## src/design/dtrc_defs.svh

```systemverilog
// register offsets, field positions and request codes of the dma request control
`ifndef DTRC_DEFS_SVH
`define DTRC_DEFS_SVH
`define DTRC_NCH 6
`define DTRC_NCH_A 4'h6
`define DTRC_CW 24
`define DTRC_A_CTRL 4'h0
`define DTRC_A_CNT 4'h4
`define DTRC_A_SEL 4'h8
`define DTRC_A_OPER 8'h60
`define DTRC_B_DE 0
`define DTRC_B_TE 1
`define DTRC_B_IE 2
`define DTRC_B_TS 3
`define DTRC_B_RS 5
`define DTRC_B_DL 9
`define DTRC_B_DS 10
`define DTRC_B_DO 11
`define DTRC_B_ME 0
`define DTRC_B_NMI 1
`define DTRC_B_AE 2
`define DTRC_B_PR 3
`define DTRC_RS_DUAL 4'h0
`define DTRC_RS_SWR 4'h2
`define DTRC_RS_SRD 4'h3
`define DTRC_RS_AUTO 4'h4
`define DTRC_RS_PERI 4'h8
`define DTRC_MID_U0 6'h08
`define DTRC_MID_U1 6'h0A
`define DTRC_MID_S0 6'h14
`define DTRC_MID_S1 6'h15
`define DTRC_RID_TX 2'h1
`define DTRC_RID_RX 2'h2
`define DTRC_PR_FIX1 2'h0
`define DTRC_PR_FIX2 2'h1
`define DTRC_FIX2_ORD 18'h2C2D0
`define DTRC_CNT_LAST 24'h000001
`endif

```

## src/design/dtrc_pkg.sv

```systemverilog
// types shared by the dma request control
package dtrc_pkg;
	typedef enum logic [1:0] {
		ST_IDLE = 2'b01,
		ST_MOVE = 2'b10
	} dtrc_state_e;
	typedef logic [2:0] dtrc_ch_t;
endpackage : dtrc_pkg

```

## src/design/dtrc_top.sv

```systemverilog
// dma request control: channel registers, request sensing, arbiter, sequencer
//
// The implementer's own choices: the register offsets and the plain strobed port.
`timescale 1ns/1ns
`include "dtrc_defs.svh"
// Notes on behaviour
// - transfer needs both enables, all flags clear
// - one transfer unit per accepted request
// - auto mode requests internally once enabled
// - count drops by one per unit
// - count reaching zero ends, interrupts if enabled
// - address error or nmi aborts transfers
// - clearing channel or master enable aborts
// - select field plus selector picks source
// - external pins request transfers while enabled
// - codes 0000 dual, 0010/0011 single address
// - polarity and edge bits pick detection
// - pin ignored from accept until acknowledge
// - overrun-0 does transfers equal to requests
// - overrun-1 does one extra transfer
// - overrun bit picks overrun-0 or overrun-1
// - select 1000 takes serial unit requests
// - module and register ids pick unit, cycle steal
// - pending channels start in priority order
// - requester need not be source or destination
// - selector honoured only with select 1000
// - fixed ascending order, fixed table order or round robin
module dtrc_top (
	input wire logic clk_sys_i,
	input wire logic rstn_i,
	input wire logic [7:0] reg_addr_i,
	input wire logic [31:0] reg_wdata_i,
	input wire logic reg_wr_i,
	input wire logic reg_rd_i,
	output logic [31:0] reg_rdata_o,
	input wire logic ext_request_in0_i,
	input wire logic ext_request_in1_i,
	input wire logic [3:0] tx_empty_request_i,
	input wire logic [3:0] rx_full_request_i,
	input wire logic nmi_i,
	input wire logic addr_error_i,
	input wire logic xfer_done_i,
	output logic xfer_req_o,
	output logic [2:0] xfer_ch_o,
	output logic [1:0] xfer_size_o,
	output logic xfer_single_o,
	output logic xfer_to_dev_o,
	output logic xfer_steal_o,
	output logic xfer_abort_o,
	output logic [1:0] transfer_acknowledge_out_o,
	output logic transfer_end_interrupt_o
);
	logic [5:0] de, te, ie, dl, ds, dov;
	logic [1:0] ts [6];
	logic [3:0] rs [6];
	logic [7:0] sel [6];
	logic [`DTRC_CW-1:0] cnt [6];
	logic [31:0] ctl_rd [6];
	logic me, nmi_flag, aef;
	logic [1:0] pr;
	logic [5:0] en, req, blk, grd, pend, smp, xm, sgl, tod, stl, pins;
	dtrc_pkg::dtrc_state_e st;
	dtrc_pkg::dtrc_ch_t cur, gch, rr_top;
	logic gok, done, leave;
	logic [3:0] ach, aoff;
	logic [17:0] fix2;

	assign ach = reg_addr_i[7:4];
	assign aoff = reg_addr_i[3:0];
	assign pins = {4'h0, ext_request_in1_i, ext_request_in0_i};
	assign fix2 = `DTRC_FIX2_ORD;
	assign done = st == dtrc_pkg::ST_MOVE && xfer_done_i && en[cur];
	assign leave = st == dtrc_pkg::ST_MOVE && (xfer_done_i || !en[cur]);

	// ---------------------------------------------------------------
	// per-channel registers and request sensing
	// ---------------------------------------------------------------
	genvar gi;
	generate
		for (gi = 0; gi < `DTRC_NCH; gi++) begin : g_ch
			logic wr_ctl, wr_cnt, wr_sel, ev_done, acc;
			logic pin, lvl, edg, isx, sns, uok, preq;
			logic [1:0] u;
			assign wr_ctl = reg_wr_i && ach == 4'(gi) &&
				aoff == `DTRC_A_CTRL;
			assign wr_cnt = reg_wr_i && ach == 4'(gi) &&
				aoff == `DTRC_A_CNT;
			assign wr_sel = reg_wr_i && ach == 4'(gi) &&
				aoff == `DTRC_A_SEL;
			assign ev_done = done && cur == 3'(gi);
			assign acc = st == dtrc_pkg::ST_IDLE && gok && gch == 3'(gi);
			assign en[gi] = de[gi] && me && !te[gi] && !aef && !nmi_flag;
			assign ctl_rd[gi] = {20'h0, dov[gi], ds[gi], dl[gi], rs[gi],
				ts[gi], ie[gi], te[gi], de[gi]};

			always_ff @(posedge clk_sys_i) begin : ctl
				if (!rstn_i) begin
					de[gi] <= 1'b0;
					ie[gi] <= 1'b0;
					ts[gi] <= 2'h0;
					rs[gi] <= 4'h0;
					dl[gi] <= 1'b0;
					ds[gi] <= 1'b0;
					dov[gi] <= 1'b0;
				end else if (wr_ctl) begin
					de[gi] <= reg_wdata_i[`DTRC_B_DE];
					ie[gi] <= reg_wdata_i[`DTRC_B_IE];
					ts[gi] <= reg_wdata_i[`DTRC_B_TS +: 2];
					rs[gi] <= reg_wdata_i[`DTRC_B_RS +: 4];
					dl[gi] <= reg_wdata_i[`DTRC_B_DL];
					ds[gi] <= reg_wdata_i[`DTRC_B_DS];
					dov[gi] <= reg_wdata_i[`DTRC_B_DO];
				end
			end

			// set wins over a clearing write in the same cycle
			always_ff @(posedge clk_sys_i) begin : endf
				if (!rstn_i)
					te[gi] <= 1'b0;
				else if (ev_done && cnt[gi] == `DTRC_CNT_LAST)
					te[gi] <= 1'b1;
				else if (wr_ctl && !reg_wdata_i[`DTRC_B_TE])
					te[gi] <= 1'b0;
			end

			always_ff @(posedge clk_sys_i) begin : count
				if (!rstn_i)
					cnt[gi] <= '0;
				else if (wr_cnt)
					cnt[gi] <= reg_wdata_i[`DTRC_CW-1:0];
				else if (ev_done)
					cnt[gi] <= cnt[gi] - 1'b1;
			end

			always_ff @(posedge clk_sys_i) begin : selr
				if (!rstn_i)
					sel[gi] <= 8'h00;
				else if (wr_sel)
					sel[gi] <= reg_wdata_i[7:0];
			end

			// external pins exist on channels 0 and 1 only
			assign pin = pins[gi];
			assign isx = (gi < 2) && (rs[gi] == `DTRC_RS_DUAL ||
				rs[gi] == `DTRC_RS_SWR || rs[gi] == `DTRC_RS_SRD);
			assign lvl = dl[gi] ? pin : !pin;
			assign edg = dl[gi] ? (pin && !smp[gi]) : (!pin && smp[gi]);
			assign sns = !blk[gi] && !grd[gi];
			assign xm[gi] = isx;
			assign sgl[gi] = rs[gi] == `DTRC_RS_SWR ||
				rs[gi] == `DTRC_RS_SRD;
			assign tod[gi] = rs[gi] == `DTRC_RS_SWR;
			assign stl[gi] = rs[gi] == `DTRC_RS_PERI;

			always_comb begin
				u = 2'h0;
				uok = 1'b1;
				case (sel[gi][7:2])
					`DTRC_MID_U0: u = 2'h0;
					`DTRC_MID_U1: u = 2'h1;
					`DTRC_MID_S0: u = 2'h2;
					`DTRC_MID_S1: u = 2'h3;
					default: uok = 1'b0;
				endcase
				preq = 1'b0;
				if (uok && rs[gi] == `DTRC_RS_PERI) begin
					if (sel[gi][1:0] == `DTRC_RID_TX)
						preq = tx_empty_request_i[u];
					else if (sel[gi][1:0] == `DTRC_RID_RX)
						preq = rx_full_request_i[u];
				end
			end

			always_ff @(posedge clk_sys_i) begin : samp
				if (!rstn_i)
					smp[gi] <= 1'b0;
				else
					smp[gi] <= pin;
			end

			// an edge is held until granted; edges while blind are lost
			always_ff @(posedge clk_sys_i) begin : edgl
				if (!rstn_i)
					pend[gi] <= 1'b0;
				else if (acc || !isx || !ds[gi])
					pend[gi] <= 1'b0;
				else if (sns && edg)
					pend[gi] <= 1'b1;
			end

			always_ff @(posedge clk_sys_i) begin : blind
				if (!rstn_i)
					blk[gi] <= 1'b0;
				else if (acc)
					blk[gi] <= 1'b1;
				else if (leave && cur == 3'(gi))
					blk[gi] <= 1'b0;
			end

			// overrun-0 keeps the pin blind through the acknowledge
			// cycle so a level still active is not counted again
			always_ff @(posedge clk_sys_i) begin : guard
				if (!rstn_i)
					grd[gi] <= 1'b0;
				else
					grd[gi] <= ev_done && isx && !ds[gi] &&
						!dov[gi];
			end

			assign req[gi] = en[gi] && (
				rs[gi] == `DTRC_RS_AUTO ||
				(isx && (ds[gi] ? pend[gi] : (lvl && sns))) ||
				(preq && sns));
		end
	endgenerate

	// ---------------------------------------------------------------
	// operation register
	// ---------------------------------------------------------------
	always_ff @(posedge clk_sys_i) begin : oper
		if (!rstn_i) begin
			me <= 1'b0;
			pr <= `DTRC_PR_FIX1;
		end else if (reg_wr_i && reg_addr_i == `DTRC_A_OPER) begin
			me <= reg_wdata_i[`DTRC_B_ME];
			pr <= reg_wdata_i[`DTRC_B_PR +: 2];
		end
	end

	always_ff @(posedge clk_sys_i) begin : flags
		if (!rstn_i) begin
			nmi_flag <= 1'b0;
			aef <= 1'b0;
		end else begin
			if (nmi_i)
				nmi_flag <= 1'b1;
			else if (reg_wr_i && reg_addr_i == `DTRC_A_OPER &&
				!reg_wdata_i[`DTRC_B_NMI])
				nmi_flag <= 1'b0;
			if (addr_error_i)
				aef <= 1'b1;
			else if (reg_wr_i && reg_addr_i == `DTRC_A_OPER &&
				!reg_wdata_i[`DTRC_B_AE])
				aef <= 1'b0;
		end
	end

	// ---------------------------------------------------------------
	// arbiter
	// ---------------------------------------------------------------
	// lowest position wins, so the loop walks from the top down
	always_comb begin
		logic [3:0] sum;
		dtrc_pkg::dtrc_ch_t idx;
		sum = 4'h0;
		idx = 3'h0;
		gok = 1'b0;
		gch = 3'h0;
		for (int k = `DTRC_NCH - 1; k >= 0; k--) begin
			sum = {1'b0, rr_top} + 4'(k);
			if (pr == `DTRC_PR_FIX1)
				idx = 3'(k);
			else if (pr == `DTRC_PR_FIX2)
				idx = fix2[3 * k +: 3];
			else if (sum >= `DTRC_NCH_A)
				idx = 3'(sum - `DTRC_NCH_A);
			else
				idx = sum[2:0];
			if (req[idx]) begin
				gok = 1'b1;
				gch = idx;
			end
		end
	end

	always_ff @(posedge clk_sys_i) begin : rrobin
		if (!rstn_i)
			rr_top <= 3'h0;
		else if (done && pr[1])
			rr_top <= (cur == 3'(`DTRC_NCH - 1)) ? 3'h0 : cur + 3'h1;
	end

	// ---------------------------------------------------------------
	// unit sequencer
	// ---------------------------------------------------------------
	always_ff @(posedge clk_sys_i) begin : seq
		if (!rstn_i) begin
			st <= dtrc_pkg::ST_IDLE;
			cur <= 3'h0;
			xfer_req_o <= 1'b0;
			xfer_ch_o <= 3'h0;
			xfer_size_o <= 2'h0;
			xfer_single_o <= 1'b0;
			xfer_to_dev_o <= 1'b0;
			xfer_steal_o <= 1'b0;
			xfer_abort_o <= 1'b0;
			transfer_acknowledge_out_o <= 2'h0;
		end else begin
			xfer_abort_o <= 1'b0;
			transfer_acknowledge_out_o <= 2'h0;
			unique case (st)
				dtrc_pkg::ST_IDLE: begin
					if (gok) begin
						st <= dtrc_pkg::ST_MOVE;
						cur <= gch;
						xfer_req_o <= 1'b1;
						xfer_ch_o <= gch;
						xfer_size_o <= ts[gch];
						xfer_single_o <= sgl[gch];
						xfer_to_dev_o <= tod[gch];
						xfer_steal_o <= stl[gch];
					end
				end
				dtrc_pkg::ST_MOVE: begin
					if (!en[cur]) begin
						st <= dtrc_pkg::ST_IDLE;
						xfer_req_o <= 1'b0;
						xfer_abort_o <= 1'b1;
					end else if (xfer_done_i) begin
						st <= dtrc_pkg::ST_IDLE;
						xfer_req_o <= 1'b0;
						if (xm[cur])
							transfer_acknowledge_out_o[cur[0]] <= 1'b1;
					end
				end
			endcase
		end
	end

	always_ff @(posedge clk_sys_i) begin : irq
		if (!rstn_i)
			transfer_end_interrupt_o <= 1'b0;
		else
			transfer_end_interrupt_o <= |(te & ie);
	end

	// ---------------------------------------------------------------
	// register read port
	// ---------------------------------------------------------------
	always_ff @(posedge clk_sys_i) begin : rdp
		if (!rstn_i)
			reg_rdata_o <= 32'h0;
		else begin
			reg_rdata_o <= 32'h0;
			if (reg_rd_i && reg_addr_i == `DTRC_A_OPER)
				reg_rdata_o <= {27'h0, pr, aef, nmi_flag, me};
			else if (reg_rd_i && ach < `DTRC_NCH_A) begin
				if (aoff == `DTRC_A_CTRL)
					reg_rdata_o <= ctl_rd[ach[2:0]];
				else if (aoff == `DTRC_A_CNT)
					reg_rdata_o <= {8'h0, cnt[ach[2:0]]};
				else if (aoff == `DTRC_A_SEL)
					reg_rdata_o <= {24'h0, sel[ach[2:0]]};
			end
		end
	end
endmodule : dtrc_top

```

## config.mk

```make
export PLATFORM = sky130hd
export DESIGN_NAME = dtrc_top
export DESIGN_NICKNAME = d
export VERILOG_FILES = /design/src/design/dtrc_pkg.sv /design/src/design/dtrc_top.sv
export VERILOG_INCLUDE_DIRS = /design/src /design/src/design
export SDC_FILE = /design/constraint.sdc
export NUM_CORES = 1
export LEC_CHECK = 0
export ABC_CLOCK_PERIOD_IN_PS = 3300
export BUFFER_PORTS_ARGS = -buffer_cell sky130_fd_sc_hd__buf_2
export CORE_MARGIN = 2
export CORE_UTILIZATION = 57
export CTS_BUF_LIST = sky130_fd_sc_hd__clkbuf_8 sky130_fd_sc_hd__clkbuf_16
export CTS_CLUSTER_DIAMETER = 100
export DETAILED_ROUTE_END_ITERATION = 10
export PLACE_DENSITY = 0.78
export SYNTH_ARGS = -nofsm -noshare
export SYNTH_HDL_FRONTEND = slang
export SYNTH_SLANG_ARGS = --single-unit
```

## constraint.sdc

```tcl
create_clock -name clk_sys_i -period 3.3 [get_ports clk_sys_i]
set_clock_uncertainty 0.1 [all_clocks]
set_input_delay 0.495 -clock clk_sys_i [delete_from_list [all_inputs] [get_ports clk_sys_i]]
set_output_delay 0.495 -clock clk_sys_i [all_outputs]
set_load 0.005 [all_outputs]
```

Word level (Yosys, flattened, before mapping)
Memories as Yosys holds them, arrays and structs flattened. A register that Yosys moved wholly into a read port is not among the register bits.
Cells that the tools add are included.

storage, ports and cells
  register bits = 101
  RAM bits = 228
  input port bits = 57
  output and inout port bits = 45
  memories kept = 4

cells by class
  add/subtract/negate cells = 18
  $lt $le $gt $ge = 24
  eq/ne operators = 89
  multiplexer cells = 269
  bitwise gates (word level) = 34
  reduce and logical (&&, ||, !) cells = 213

memories
  memory  words  bits a word  rd ports  clocked after Yosys merged registers in  wr ports  line            text
  cnt     6      24           7         0                                        6         dtrc_top.sv:57  logic [`DTRC_CW-1:0] cnt [6];
  sel     6      8            7         0                                        6         dtrc_top.sv:56  logic [7:0] sel [6];
  rs      6      4            6         0                                        6         dtrc_top.sv:55  logic [3:0] rs [6];
  ts      6      2            7         1                                        6         dtrc_top.sv:54  logic [1:0] ts [6];

operators by type and width
  kind                                                  count
  two-way mux 24 bit                                    13
  two-way mux 1 bit                                     171
  equality test 24 x 1 -> 1 bit, second input constant  6
  subtractor 24 x 1 -> 24 bit, second input constant    6
  logical AND 1 bit                                     125
  binary-select mux 32 bit (select 3 bit)               1
  two-way mux 32 bit                                    3
  two-way mux 3 bit                                     25
  equality test 6 x 4 -> 1 bit, second input constant   12
  equality test 6 x 5 -> 1 bit, second input constant   12
  equality test 4 x 2 -> 1 bit, second input constant   14
  two-way mux 8 bit                                     7
  equality test 4 x 3 -> 1 bit, second input constant   9
  one-hot mux 2 bit (3 select lines)                    6
  binary-select mux 1 bit (select 3 bit)                11
  < comparator 3 x 4 -> 1 bit, second input constant    8
  logical NOT 1 bit                                     30
  OR 1 bit                                              30
  equality test 4 bit, second input constant            7
  nonzero test 2 bit                                    14
  binary-select mux 1 bit (select 2 bit)                12
  two-way mux 4 bit                                     6
  OR reduction 4 bit                                    6
  logical OR 1 bit                                      23
  other kinds (37)                                      90

Logic depth before layout (Yosys ltp)
Gate-level depths: netlist of run 1.
An unclocked memory read counts as a cell.

  depth after elaboration = 24
  mapped depth = 17
  mapped depth without buffers = 15

Worst setup path before layout of run 1
Ideal clock, no wire load.

  path type = flip-flop to flip-flop
  start point = memory sel[2][4]
  end point = register xfer_size_o[0] (read register of ts)
  arrival time = 3443 ps
  data required time = 3130 ps
  setup slack = -314 ps
  cell stages (with the launch flop) = 14
  path buffers = 0
  period minus slack after synthesis = 3614 ps
  path through = edfxtp_1 -> or4b_1 -> o21ai_0 -> a2111oi_1 -> or4_4 -> a21oi_4 -> a22oi_1 -> and4_1 -> o311a_1 -> o21bai_4 -> nand2_4 -> mux2i_1 -> a2111oi_1 -> o21bai_1

RTL lines
  what         line            text
  from (decl)  dtrc_top.sv:56
  to (decl)    dtrc_top.sv:45  output logic [1:0] xfer_size_o,

==> results of run 1 <==
==> sequential cells by signal, summed over array words and instances (netlist names), 6 cells and up <==
signal	flops
sel	48
reg_rdata_o	24
rs	24
ctl_rd	36
blk	6
cnt	144
ts	12
==> final timing paths <==
check	startpoint	endpoint	slack, ns	cells after the start
max	sel[3][6]	blk[3]	-0.59	16
min reg2reg	ctl_rd[43]	ctl_rd[43]	0.36	2
min	ext_request_in0_i	smp[0]	0.09	2
max reg2reg	sel[3][6]	blk[3]	-0.59	16
==> cell usage in the layout (no fill, tap or decap), types with 13 or more instances in the layout <==
cell type	netlist	layout
nand2_1	289	286
buf_4	8	262
edfxtp_1	228	228
o21ai_0	190	180
nor2_1	174	167
dfxtp_1	94	94
a21oi_1	102	93
buf_2	6	84
xnor2_1	82	82
nor3_1	81	74
and2_1	68	66
mux2i_1	62	57
and3_1	51	50
xor2_1	47	47
a211oi_1	48	46
clkbuf_16	0	46
mux4_2	44	44
inv_1	34	40
nand2b_1	35	35
nor4_1	33	32
nor2b_1	29	29
nand3_1	32	29
ha_1	20	20
or3_1	18	18
nand4b_1	17	17
nor3b_1	19	16
o211ai_1	13	13
==> cells by family (layout without fill, tap and decap cells) <==
kind of cell | after synthesis | after routing
multiplexers | 113 | 113
flip-flops | 322 | 322
other | 1 | 10
buffers and inverters | 157 | 472
AND/OR/NAND/NOR | 931 | 931
XOR/XNOR | 129 | 129
adder cells (fa/ha/maj) | 20 | 20
AO/OA/AOI/OAI | 450 | 450
==> area by class of cell <==
type,instances,area [sq um]
repair buffers,370,2789
well taps,455,569.3
clock buffers,44,1101
inverters,34,127.6
fillers,2476,9864
flip-flops and latches,322,8728
diodes,2,5.005
multi-input cells,1651,11230
clock inverters,24,210.2
==> through the flow <==
step	power, mW	utilization, %	cells
global placement	5.616	65.45	2806
detailed placement	5.644	65.45	2806
finish	10.04	71.51	2902
global route	10.25	71.50	2900
floorplan	5.197	-	2130
CTS	9.993	69.77	2880
==> routing by layer <==
metal	up-vias	wire length, um	part of all wire, %
li1	8366	-	-
met5	-	15	0.022
met1	8930	25190	36
met2	1227	32390	47
met4	2	5242	7.6
met3	339	6524	9.4
==> timing repair <==
action                                  CTS  global route
gates resized for setup                  32            91
buffers inserted                          6            19
endpoints found under the setup margin   63           167
cloned                                    0             2
pin swaps                                14            32
==> where the power goes <==
| part | switching (mW) | leakage (nW) | internal [mW] |
|---|---|---|---|
| combinational | 0.565 | 5.50 | 0.402 |
| sequential | 0.191 | 2.92 | 4.48 |
| clock | 1.78 | 0.668 | 2.63 |
| total | 2.54 | 9.09 | 7.51 |
==> run_results.csv, run 1 <==
group,metric,value,unit
timing,finalHoldViolations,0,
yosys,synth_largest_type_area_fraction,34.10,%
global_route,use_met1,45.39,%
worst_setup_path,crit_path_frequent_cell,"buf_4",
floorplanning,core.rowCount,68,
route,post_drt_wl_per_cell,23.90,um
floorplanning,die_x,191.7,um
yosys,dominantRegCellSynth,"edfxtp_1",
worst_setup_path,critPathBufInv,4,
worst_setup_path,worst-path-max-fanout,4,
place,dp_hpwl,49510,um
global_route,grt_util_all_layers,36.91,%
timing,tightest_slew,0.8556,ns
clock_tree,numCtsBuffers,37,
global_route,met2_usage,61.34,%
place,portBuffers,85,
power,vdd_ir_drop_max,0.0004199,V
clock_tree,ctsRootBufferMaster,"clkbuf_16",
yosys,synth_common_cells,"nand2_1, edfxtp_1, o21ai_0",
global_route,grt_max_degree,60,
yosys,syn_avg_cell_area,9.458,sq um
worst_setup_path,arrival,4.26,ns
clock_tree,tritoncts,"done",
timing,rsz0062_at_grt,"true",
place,place_congestion,0.9787,
hold_path,hold_path_class,"primary input to flop",
timing,finalSetupViolations,18,
run,drv_cap,0,
timing,slew_viol_final,0,
global_route,busiest_layer,"met2",
global_route,grt_overflow,0,
route,drt_iter0_drc,2266,
global_route,antenna_found_initial,1,
cells_and_area,final_layout_size_suffix_gt1_share,24.09,%
timing,timing.final.crit_share,117.8,%
yosys,synth_area_leaders,"edfxtp_1, dfxtp_1, nand2_1",
cells_and_area,postLayoutCellArea,24760,sq um
worst_setup_path,max_stage_delay,0.45,ns
worst_setup_path,cp_cell_sequence,"nor4bb_1, buf_4, buf_4, or2b_1, nor3_2, o41ai_4, buf_4, and3_1, o31a_1, nand4_1, nor4_4, buf_4, or3b_4, nor2_4, nand2_1, a21oi_1",
route,route.vias.total,18864,
floorplanning,start_util,57.99,%
route,dr.pass1.iters,7,
route,drtAntennaViolNets,0,
cells_and_area,syn_to_final_growth,23.33,%
clock_tree,clk_latency,0.55,ns
global_route,grt_pass1_vias,17944,
timing,tns,-8.817,ns
timing,worst_slack,-0.5887,ns
clock_tree,clkTransAtPathRegs,0.06,ns
yosys,synthDistinctLibCells,98,
timing,hold_ws,0.08685,ns
place,placed_cell_area,22660,sq um
yosys,synth_edf_count,228,
yosys,synth_mux_area_share,8.512,%
worst_setup_path,crit_required,3.67,ns
yosys,yosysSeqAreaShare,43.47,%
yosys,synth.most_common_cell,"nand2_1",
floorplanning,dieArea,36740,sq um
clock_tree,htreeDepth,2,
route,drt_wl_total,69370,um
timing,max_freq,0.2572,GHz
yosys,ys_warn_count,0,
worst_setup_path,path_delay_family,"simple AND/OR/NAND/NOR gates",
power,p_leak,9.088,nW
clock_tree,ctsHoldBuffers,0,
cells_and_area,nNetsFinal,2493,
yosys,synth.largest_area_cell,"edfxtp_1",
yosys,synth_compound_area_share,13.95,%
yosys,synthSimpleGateAreaFrac,23.98,%
worst_setup_path,cp-end-kind,"flop",
yosys,synthArstFlopShare,0,%
status,violations,"setup timing",
yosys,synthXorXnorAreaFrac,5.627,%
worst_setup_path,critPathLaunchType,"flop",
global_route,grt_pass1_wl,103000,um
yosys,synth_seq_cells,322,
global_route,grt.met3_usage,5.993,%
worst_setup_path,worstSetupPathType,"flop to flop",
place,pre_cts_ws,-0.7229,ns
yosys,synth_fa_ha_area_share,1.246,%
clock_tree,clock_sinks,322,
yosys,synth_top_family_by_area,"simple AND/OR/NAND/NOR gates",
floorplanning,core,34630,sq um
timing,period_needed,3.889,ns
yosys,netlist_area,20080,sq um
clock_tree,clock_path_buffers,3,
yosys,netlist_instances,2123,
status,status,"finished, violations left",
floorplanning,die_y,191.7,um
route,vias_per_cell,6.500,
route,route.detailed.drc,0,
floorplanning,ios,102,
worst_setup_path,cp_slowest_cell,"edfxtp_1",
power,p_per_area,405.6,nW/um^2
timing,timing.slew.headroom,42.96,%
(Power assumes the default switching activity.)
==> inputs of run 2 (changes only) <==
Settings changed: ABC_CLOCK_PERIOD_IN_PS 3300 to 4600, CORE_UTILIZATION 57 to 59, PLACE_DENSITY 0.78 to 0.77.
Clock period 3.3 ns to 4.6 ns, I/O delays scaled along.
==> run 2 against run 1 <==
The flow now finishes without violations. Power decreased by 33%. Clock-buffer cell count fell by 3. Die area down 3.3%. Critical endpoint is now xfer_size_o[1]. Largest power group unchanged.
==> run_results.csv, run 2 (synthesis results as in run 1) <==
group,metric,value,unit
timing,timing.slew.headroom,38.99,%
route,dr.pass1.iters,6,
cells_and_area,largest_reg_flops,144,
timing,timing.final.crit_share,92.01,%
timing,finalSetupViolations,0,
worst_setup_path,startpoint,"sel[1][6]",
timing,rsz0062_at_grt,"false",
route,wl_met3,6074,um
cells_and_area,final_layout_size_suffix_gt1_share,13.81,%
timing,finalHoldViolations,0,
floorplanning,die_y,188.5,um
cells_and_area,n_fill_cell,2686,
timing,tns,0,ns
power,p_leak,7.771,nW
cells_and_area,final_cell_mix,"nand2_1, edfxtp_1, o21ai_0",
floorplanning,core,33530,sq um
floorplanning,ios,102,
route,drtAntennaViolNets,0,
place,dpl.cell_count,2610,
floorplanning,dieArea,35520,sq um
route,wl_met1,23020,um
timing,max_freq,0.2363,GHz
hold_path,min_path_cells,2,
worst_setup_path,crit_required,5.00,ns
clock_tree,clk_latency,0.57,ns
floorplanning,start_util,59.88,%
place,dp_hpwl,46310,um
timing,tightest_slew,0.9068,ns
cells_and_area,nNetsFinal,2278,
cells_and_area,stdcell_count,2680,
timing,hold_ws,0.2626,ns
clock_tree,clock_path_buffers,3,
route,drt_wl_total,64810,um
run,drv_cap,0,
route,route.detailed.drc,0,
worst_setup_path,cp-end-kind,"flop",
global_route,antenna_found_initial,3,
worst_setup_path,r2r_slack,0.37,ns
cells_and_area,final_common_cell,"nand2_1",
clock_tree,cts_setup_buffers,0,
power,finalPower,6.763,mW
hold_path,worstHoldStart,"ext_request_in0_i",
clock_tree,clock_sinks,322,
route,post_drt_wl_per_cell,24.18,um
place,pre_cts_ws,0.4038,ns
status,status,"finished clean",
timing,period_needed,4.233,ns
route,drt_iter0_drc,1980,
place,portBuffers,85,
hold_path,hold_path_class,"primary input to flop",
global_route,grt_pass1_vias,17093,
cells_and_area,largest-register,"cnt",
global_route,grt_util_all_layers,36.66,%
clock_tree,tritoncts,"done",
floorplanning,core.rowCount,67,
floorplanning,die_x,188.5,um
cells_and_area,post-route-util,66.51,%
route,wl_met2,30310,um
cells_and_area,syn_to_final_growth,11.07,%
clock_tree,numCtsBuffers,37,
clock_tree,clkTransAtPathRegs,0.06,ns
clock_tree,ctsHoldBuffers,0,
place,placed_cell_area,21130,sq um
worst_setup_path,critPathLaunchType,"flop",
route,top_layer,"met4",
timing,slew_viol_final,0,
cells_and_area,postLayoutCellArea,22300,sq um
worst_setup_path,r2r-start,"sel[1][6]",
worst_setup_path,arrival,4.63,ns
worst_setup_path,worstSetupPathType,"flop to flop",
clock_tree,ctsRootBufferMaster,"clkbuf_16",
clock_tree,htreeDepth,2,
power,vdd_ir_drop_max,0.0002987,V
global_route,grt_overflow,0,
global_route,grt_pass1_wl,99680,um
global_route,grt_max_degree,60,
place,place_congestion,0.9708,
route,route.vias.total,17651,
worst_setup_path,rr_worst_depth,14,
power,p_per_area,303.3,nW/um^2
timing,worst_slack,0.3674,ns
route,vias_per_cell,6.586,
worst_setup_path,worst-path-max-fanout,9,
==> run 2: cell count changes in the layout (fill, tap and decap cells not counted), sizes merged <==
cell	change
clkbuf	-5
buf	-213
inv	-2
bufinv	-3
clkinv	+8
==> run 2: cell type report <==
type / instances / area (sq um) / area share [%]
clock inverters: 27 / 172.7 / 0.7742
repair buffers: 155 / 965.9 / 4.331
flip-flops and latches: 322 / 8728 / 39.14
clock buffers: 41 / 992.2 / 4.449
multi-input cells: 1651 / 10750 / 48.20
inverters: 34 / 127.6 / 0.5722
well taps: 448 / 560.5 / 2.513
diodes: 2 / 5.005 / 0.02244
==> run 2: layer usage <==
metal / GRT usage, % / vias to the layer above
li1: - / 7948
met5: 0 / -
met3: 5.737 / 291
met1: 44.91 / 8335
met4: 26.56 / 0
met2: 59.18 / 1077
==> run 2: report_power, final <==
part / internal (mW) / leakage [nW] / switching, mW
combinational: 0.215 / 4.26 / 0.351
clock: 1.57 / 0.591 / 1.26
sequential: 3.21 / 2.92 / 0.152
total: 5.00 / 7.77 / 1.76
==> run 2: timing repair <==
action | 4_1_cts | 5_1_grt
endpoints found under the hold margin | 0 | 0
endpoints found under the setup margin | 0 | 1
resized for setup | 0 | 1
==> run 2: path summary, 6_finish.rpt <==
path                                       end
worst max-delay path            xfer_size_o[1]
worst min-delay path                    smp[0]
worst max register to register  xfer_size_o[1]
worst min register to register     ctl_rd[106]
==> run 2: critical path: stages (launching register included) <==
cell and delay [ns]:
edfxtp_1 0.45, or4b_1 0.58, o21ai_0 0.18, a21oi_1 0.10, o41ai_2 0.56, a22oi_1 0.18, buf_4 0.19, a221oi_2 0.29
nand4b_1 0.21, a221oi_1 0.35, a21oi_2 0.11, buf_4 0.18, buf_4 0.18, a2111oi_1 0.35, o21bai_1 0.16
==> inputs of run 3 (changes only) <==
Settings changed: REMOVE_ABC_BUFFERS set to 1.
==> run 3 against run 2 <==
Register-to-register slack got worse by 0.11 ns. Worst hold slack improved by 0.018 ns. Utilization rose by 0.34 points. Combinational power rose by 1%. Critical path depth fell by 2. Global-route usage fell by 0.30 points. Clock power rose by 7.1%. Sequential share of layout area fell by 0.20 points. Worst setup slack got worse by 0.11 ns. Largest power group unchanged.
==> run_results.csv, run 3 (synthesis results as in run 1) <==
group,metric,value,unit
floorplanning,start_util,59.88,%
clock_tree,clock_path_buffers,3,
worst_setup_path,r2r_slack,0.26,ns
place,portBuffers,85,
route,drt_wl_total,65190,um
clock_tree,htreeDepth,2,
cells_and_area,post-route-util,66.85,%
worst_setup_path,cp_cell_sequence,"or4b_1, o21ai_0, a21oi_1, o41ai_2, a22oi_1, buf_4, a221oi_2, nand4b_1, nor4_2, or3b_1, nor2_4, a2111oi_4",
clock_tree,numCtsBuffers,37,
timing,tns,0,ns
power,p_switching,1.758,mW
clock_tree,clock_sinks,322,
run,drv_cap,0,
worst_setup_path,crit_end,"pend[1]",
worst_setup_path,arrival,4.69,ns
floorplanning,die_x,188.5,um
timing,timing.slew.headroom,22.92,%
floorplanning,die_y,188.5,um
worst_setup_path,startpoint,"sel[1][6]",
timing,finalHoldViolations,0,
power,p_leak,7.841,nW
cells_and_area,largest_reg_flops,144,
route,wl_met1,24070,um
global_route,grt_util_all_layers,36.36,%
route,top_layer,"met5",
cells_and_area,postLayoutCellArea,22420,sq um
power,p_int,5.213,mW
worst_setup_path,max_stage_delay,0.66,ns
route,drt_iter0_drc,1778,
global_route,grt_pass1_vias,16582,
global_route,grt_overflow,0,
global_route,grt_max_degree,55,
floorplanning,core.rowCount,67,
worst_setup_path,critPathLaunchType,"flop",
place,dp_hpwl,46620,um
clock_tree,clkTransAtPathRegs,0.06,ns
clock_tree,clk_latency,0.56,ns
clock_tree,postCtsResizedCells,0,
power,clkPwrFrac,43.5,%
timing,max_freq,0.2304,GHz
cells_and_area,syn_to_final_growth,11.63,%
worst_setup_path,cp-end-kind,"flop",
timing,tightest_slew,1.144,ns
cells_and_area,nNetsFinal,2280,
worst_setup_path,r2r_end,"pend[1]",
worst_setup_path,cp_slowest_cell,"o41ai_2",
power,vdd_ir_drop_max,0.0002459,V
timing,finalSetupViolations,0,
worst_setup_path,rr_worst_depth,12,
power,p_per_area,311.0,nW/um^2
power,finalPower,6.972,mW
route,dr.pass1.iters,6,
hold_path,hold_path_class,"primary input to flop",
status,status,"finished clean",
route,route.detailed.drc,0,
route,wl_met2,29830,um
clock_tree,tritoncts,"done",
global_route,antenna_found_initial,2,
power,combinationalPowerShare,8.2,%
place,place_congestion,1.000,
power,p_sw_share,25.22,%
place,placed_cell_area,21170,sq um
floorplanning,dieArea,35520,sq um
global_route,grt_pass1_wl,98640,um
floorplanning,core,33530,sq um
cells_and_area,largest-register,"cnt",
route,route.vias.total,17791,
timing,rsz0062_at_grt,"false",
worst_setup_path,worstSetupPathType,"flop to flop",
timing,timing.final.crit_share,94.35,%
route,drtAntennaViolNets,0,
route,post_drt_wl_per_cell,24.31,um
clock_tree,ctsRootBufferMaster,"clkbuf_16",
cells_and_area,final_common_cell,"nand2_1",
cells_and_area,final_cell_mix,"nand2_1, edfxtp_1, o21ai_0",
worst_setup_path,worst-path-max-fanout,6,
timing,slew_viol_final,0,
clock_tree,cts_setup_buffers,0,
timing,hold_ws,0.2805,ns
worst_setup_path,crit_required,4.95,ns
worst_setup_path,r2r-start,"sel[1][6]",
timing,period_needed,4.340,ns
power,power_frac_seq,48.2,%
clock_tree,ctsHoldBuffers,0,
floorplanning,ios,102,
route,wl_met3,6533,um
cells_and_area,final_layout_size_suffix_gt1_share,13.80,%
route,vias_per_cell,6.633,
==> run 3: cell count changes in the layout (fill, tap and decap cells not counted) <==
cell	previous run	this run
clkinv_4	2	1
clkinv_2	7	3
a2111oi_0	0	1
inv_4	1	0
bufinv_16	0	4
clkinv_8	3	2
clkinv_1	6	2
inv_1	38	45
a2111oi_1	4	3
buf_12	1	2
buf_4	70	71
o2111ai_1	3	2
o2111ai_2	0	1
==> run 3: cell type report <==
type	count	area (sq um)
fill	2632	11120
antenna	2	5.005
clock inverter	27	252.7
tap	448	560.5
multi-input combinational	1651	10760
timing repair buffer	157	993.5
sequential	322	8728
clock buffer	41	992.2
inverter	34	127.6
==> run 3: routing by layer <==
metal,vias to the layer above,global-route usage [%]
li1,7952,-
met4,2,22.42
met1,8397,47.13
met5,-,0
met3,274,4.936
met2,1166,58.13
==> run 3: how the worst min path moves through the flow <==
stage             endpoint              start  slack, ns  depth (start not counted)
2_1_floorplan       grd[0]        ctl_rd[171]       0.32                          1
3_3_place_gp   ctl_rd[106]        ctl_rd[106]       0.34                          2
3_5_place_dp    ctl_rd[43]         ctl_rd[43]       0.35                          2
4_1_cts             smp[0]  ext_request_in0_i       0.27                          2
5_1_grt             smp[0]  ext_request_in0_i       0.29                          2
6_report            smp[0]  ext_request_in0_i       0.28                          2
==> run 3: stage by stage <==
step | setup WS [ns] | std cells
after floorplan | 0.6111 | 2007
after detailed placement | 0.4221 | 2612
final | 0.2601 | 2682
after CTS | 0.3704 | 2680
after global placement | 0.4524 | 2612
after global routing | 0.05602 | 2680
==> run 3: critical path, delay by kind of cell (launching register included) <==
family                 cells  cell delay [ns]
DFF                        1             0.46
buffers and inverters      1             0.18
AOI/OAI and AO/OA          6             1.75
and+or+nand+nor            5             1.76
==> run 3: power by group through the flow <==
| stage | Clock [mW] | Combinational (mW) | Sequential (mW) |
|---|---|---|---|
| after global placement | 0 | 0.544 | 3.41 |
| final | 3.03 | 0.574 | 3.36 |
| after CTS | 3.05 | 0.559 | 3.36 |
| after global routing | 3.16 | 0.603 | 3.38 |
| after detailed placement | 0 | 0.555 | 3.42 |
| after floorplan | 0 | 0.303 | 3.36 |
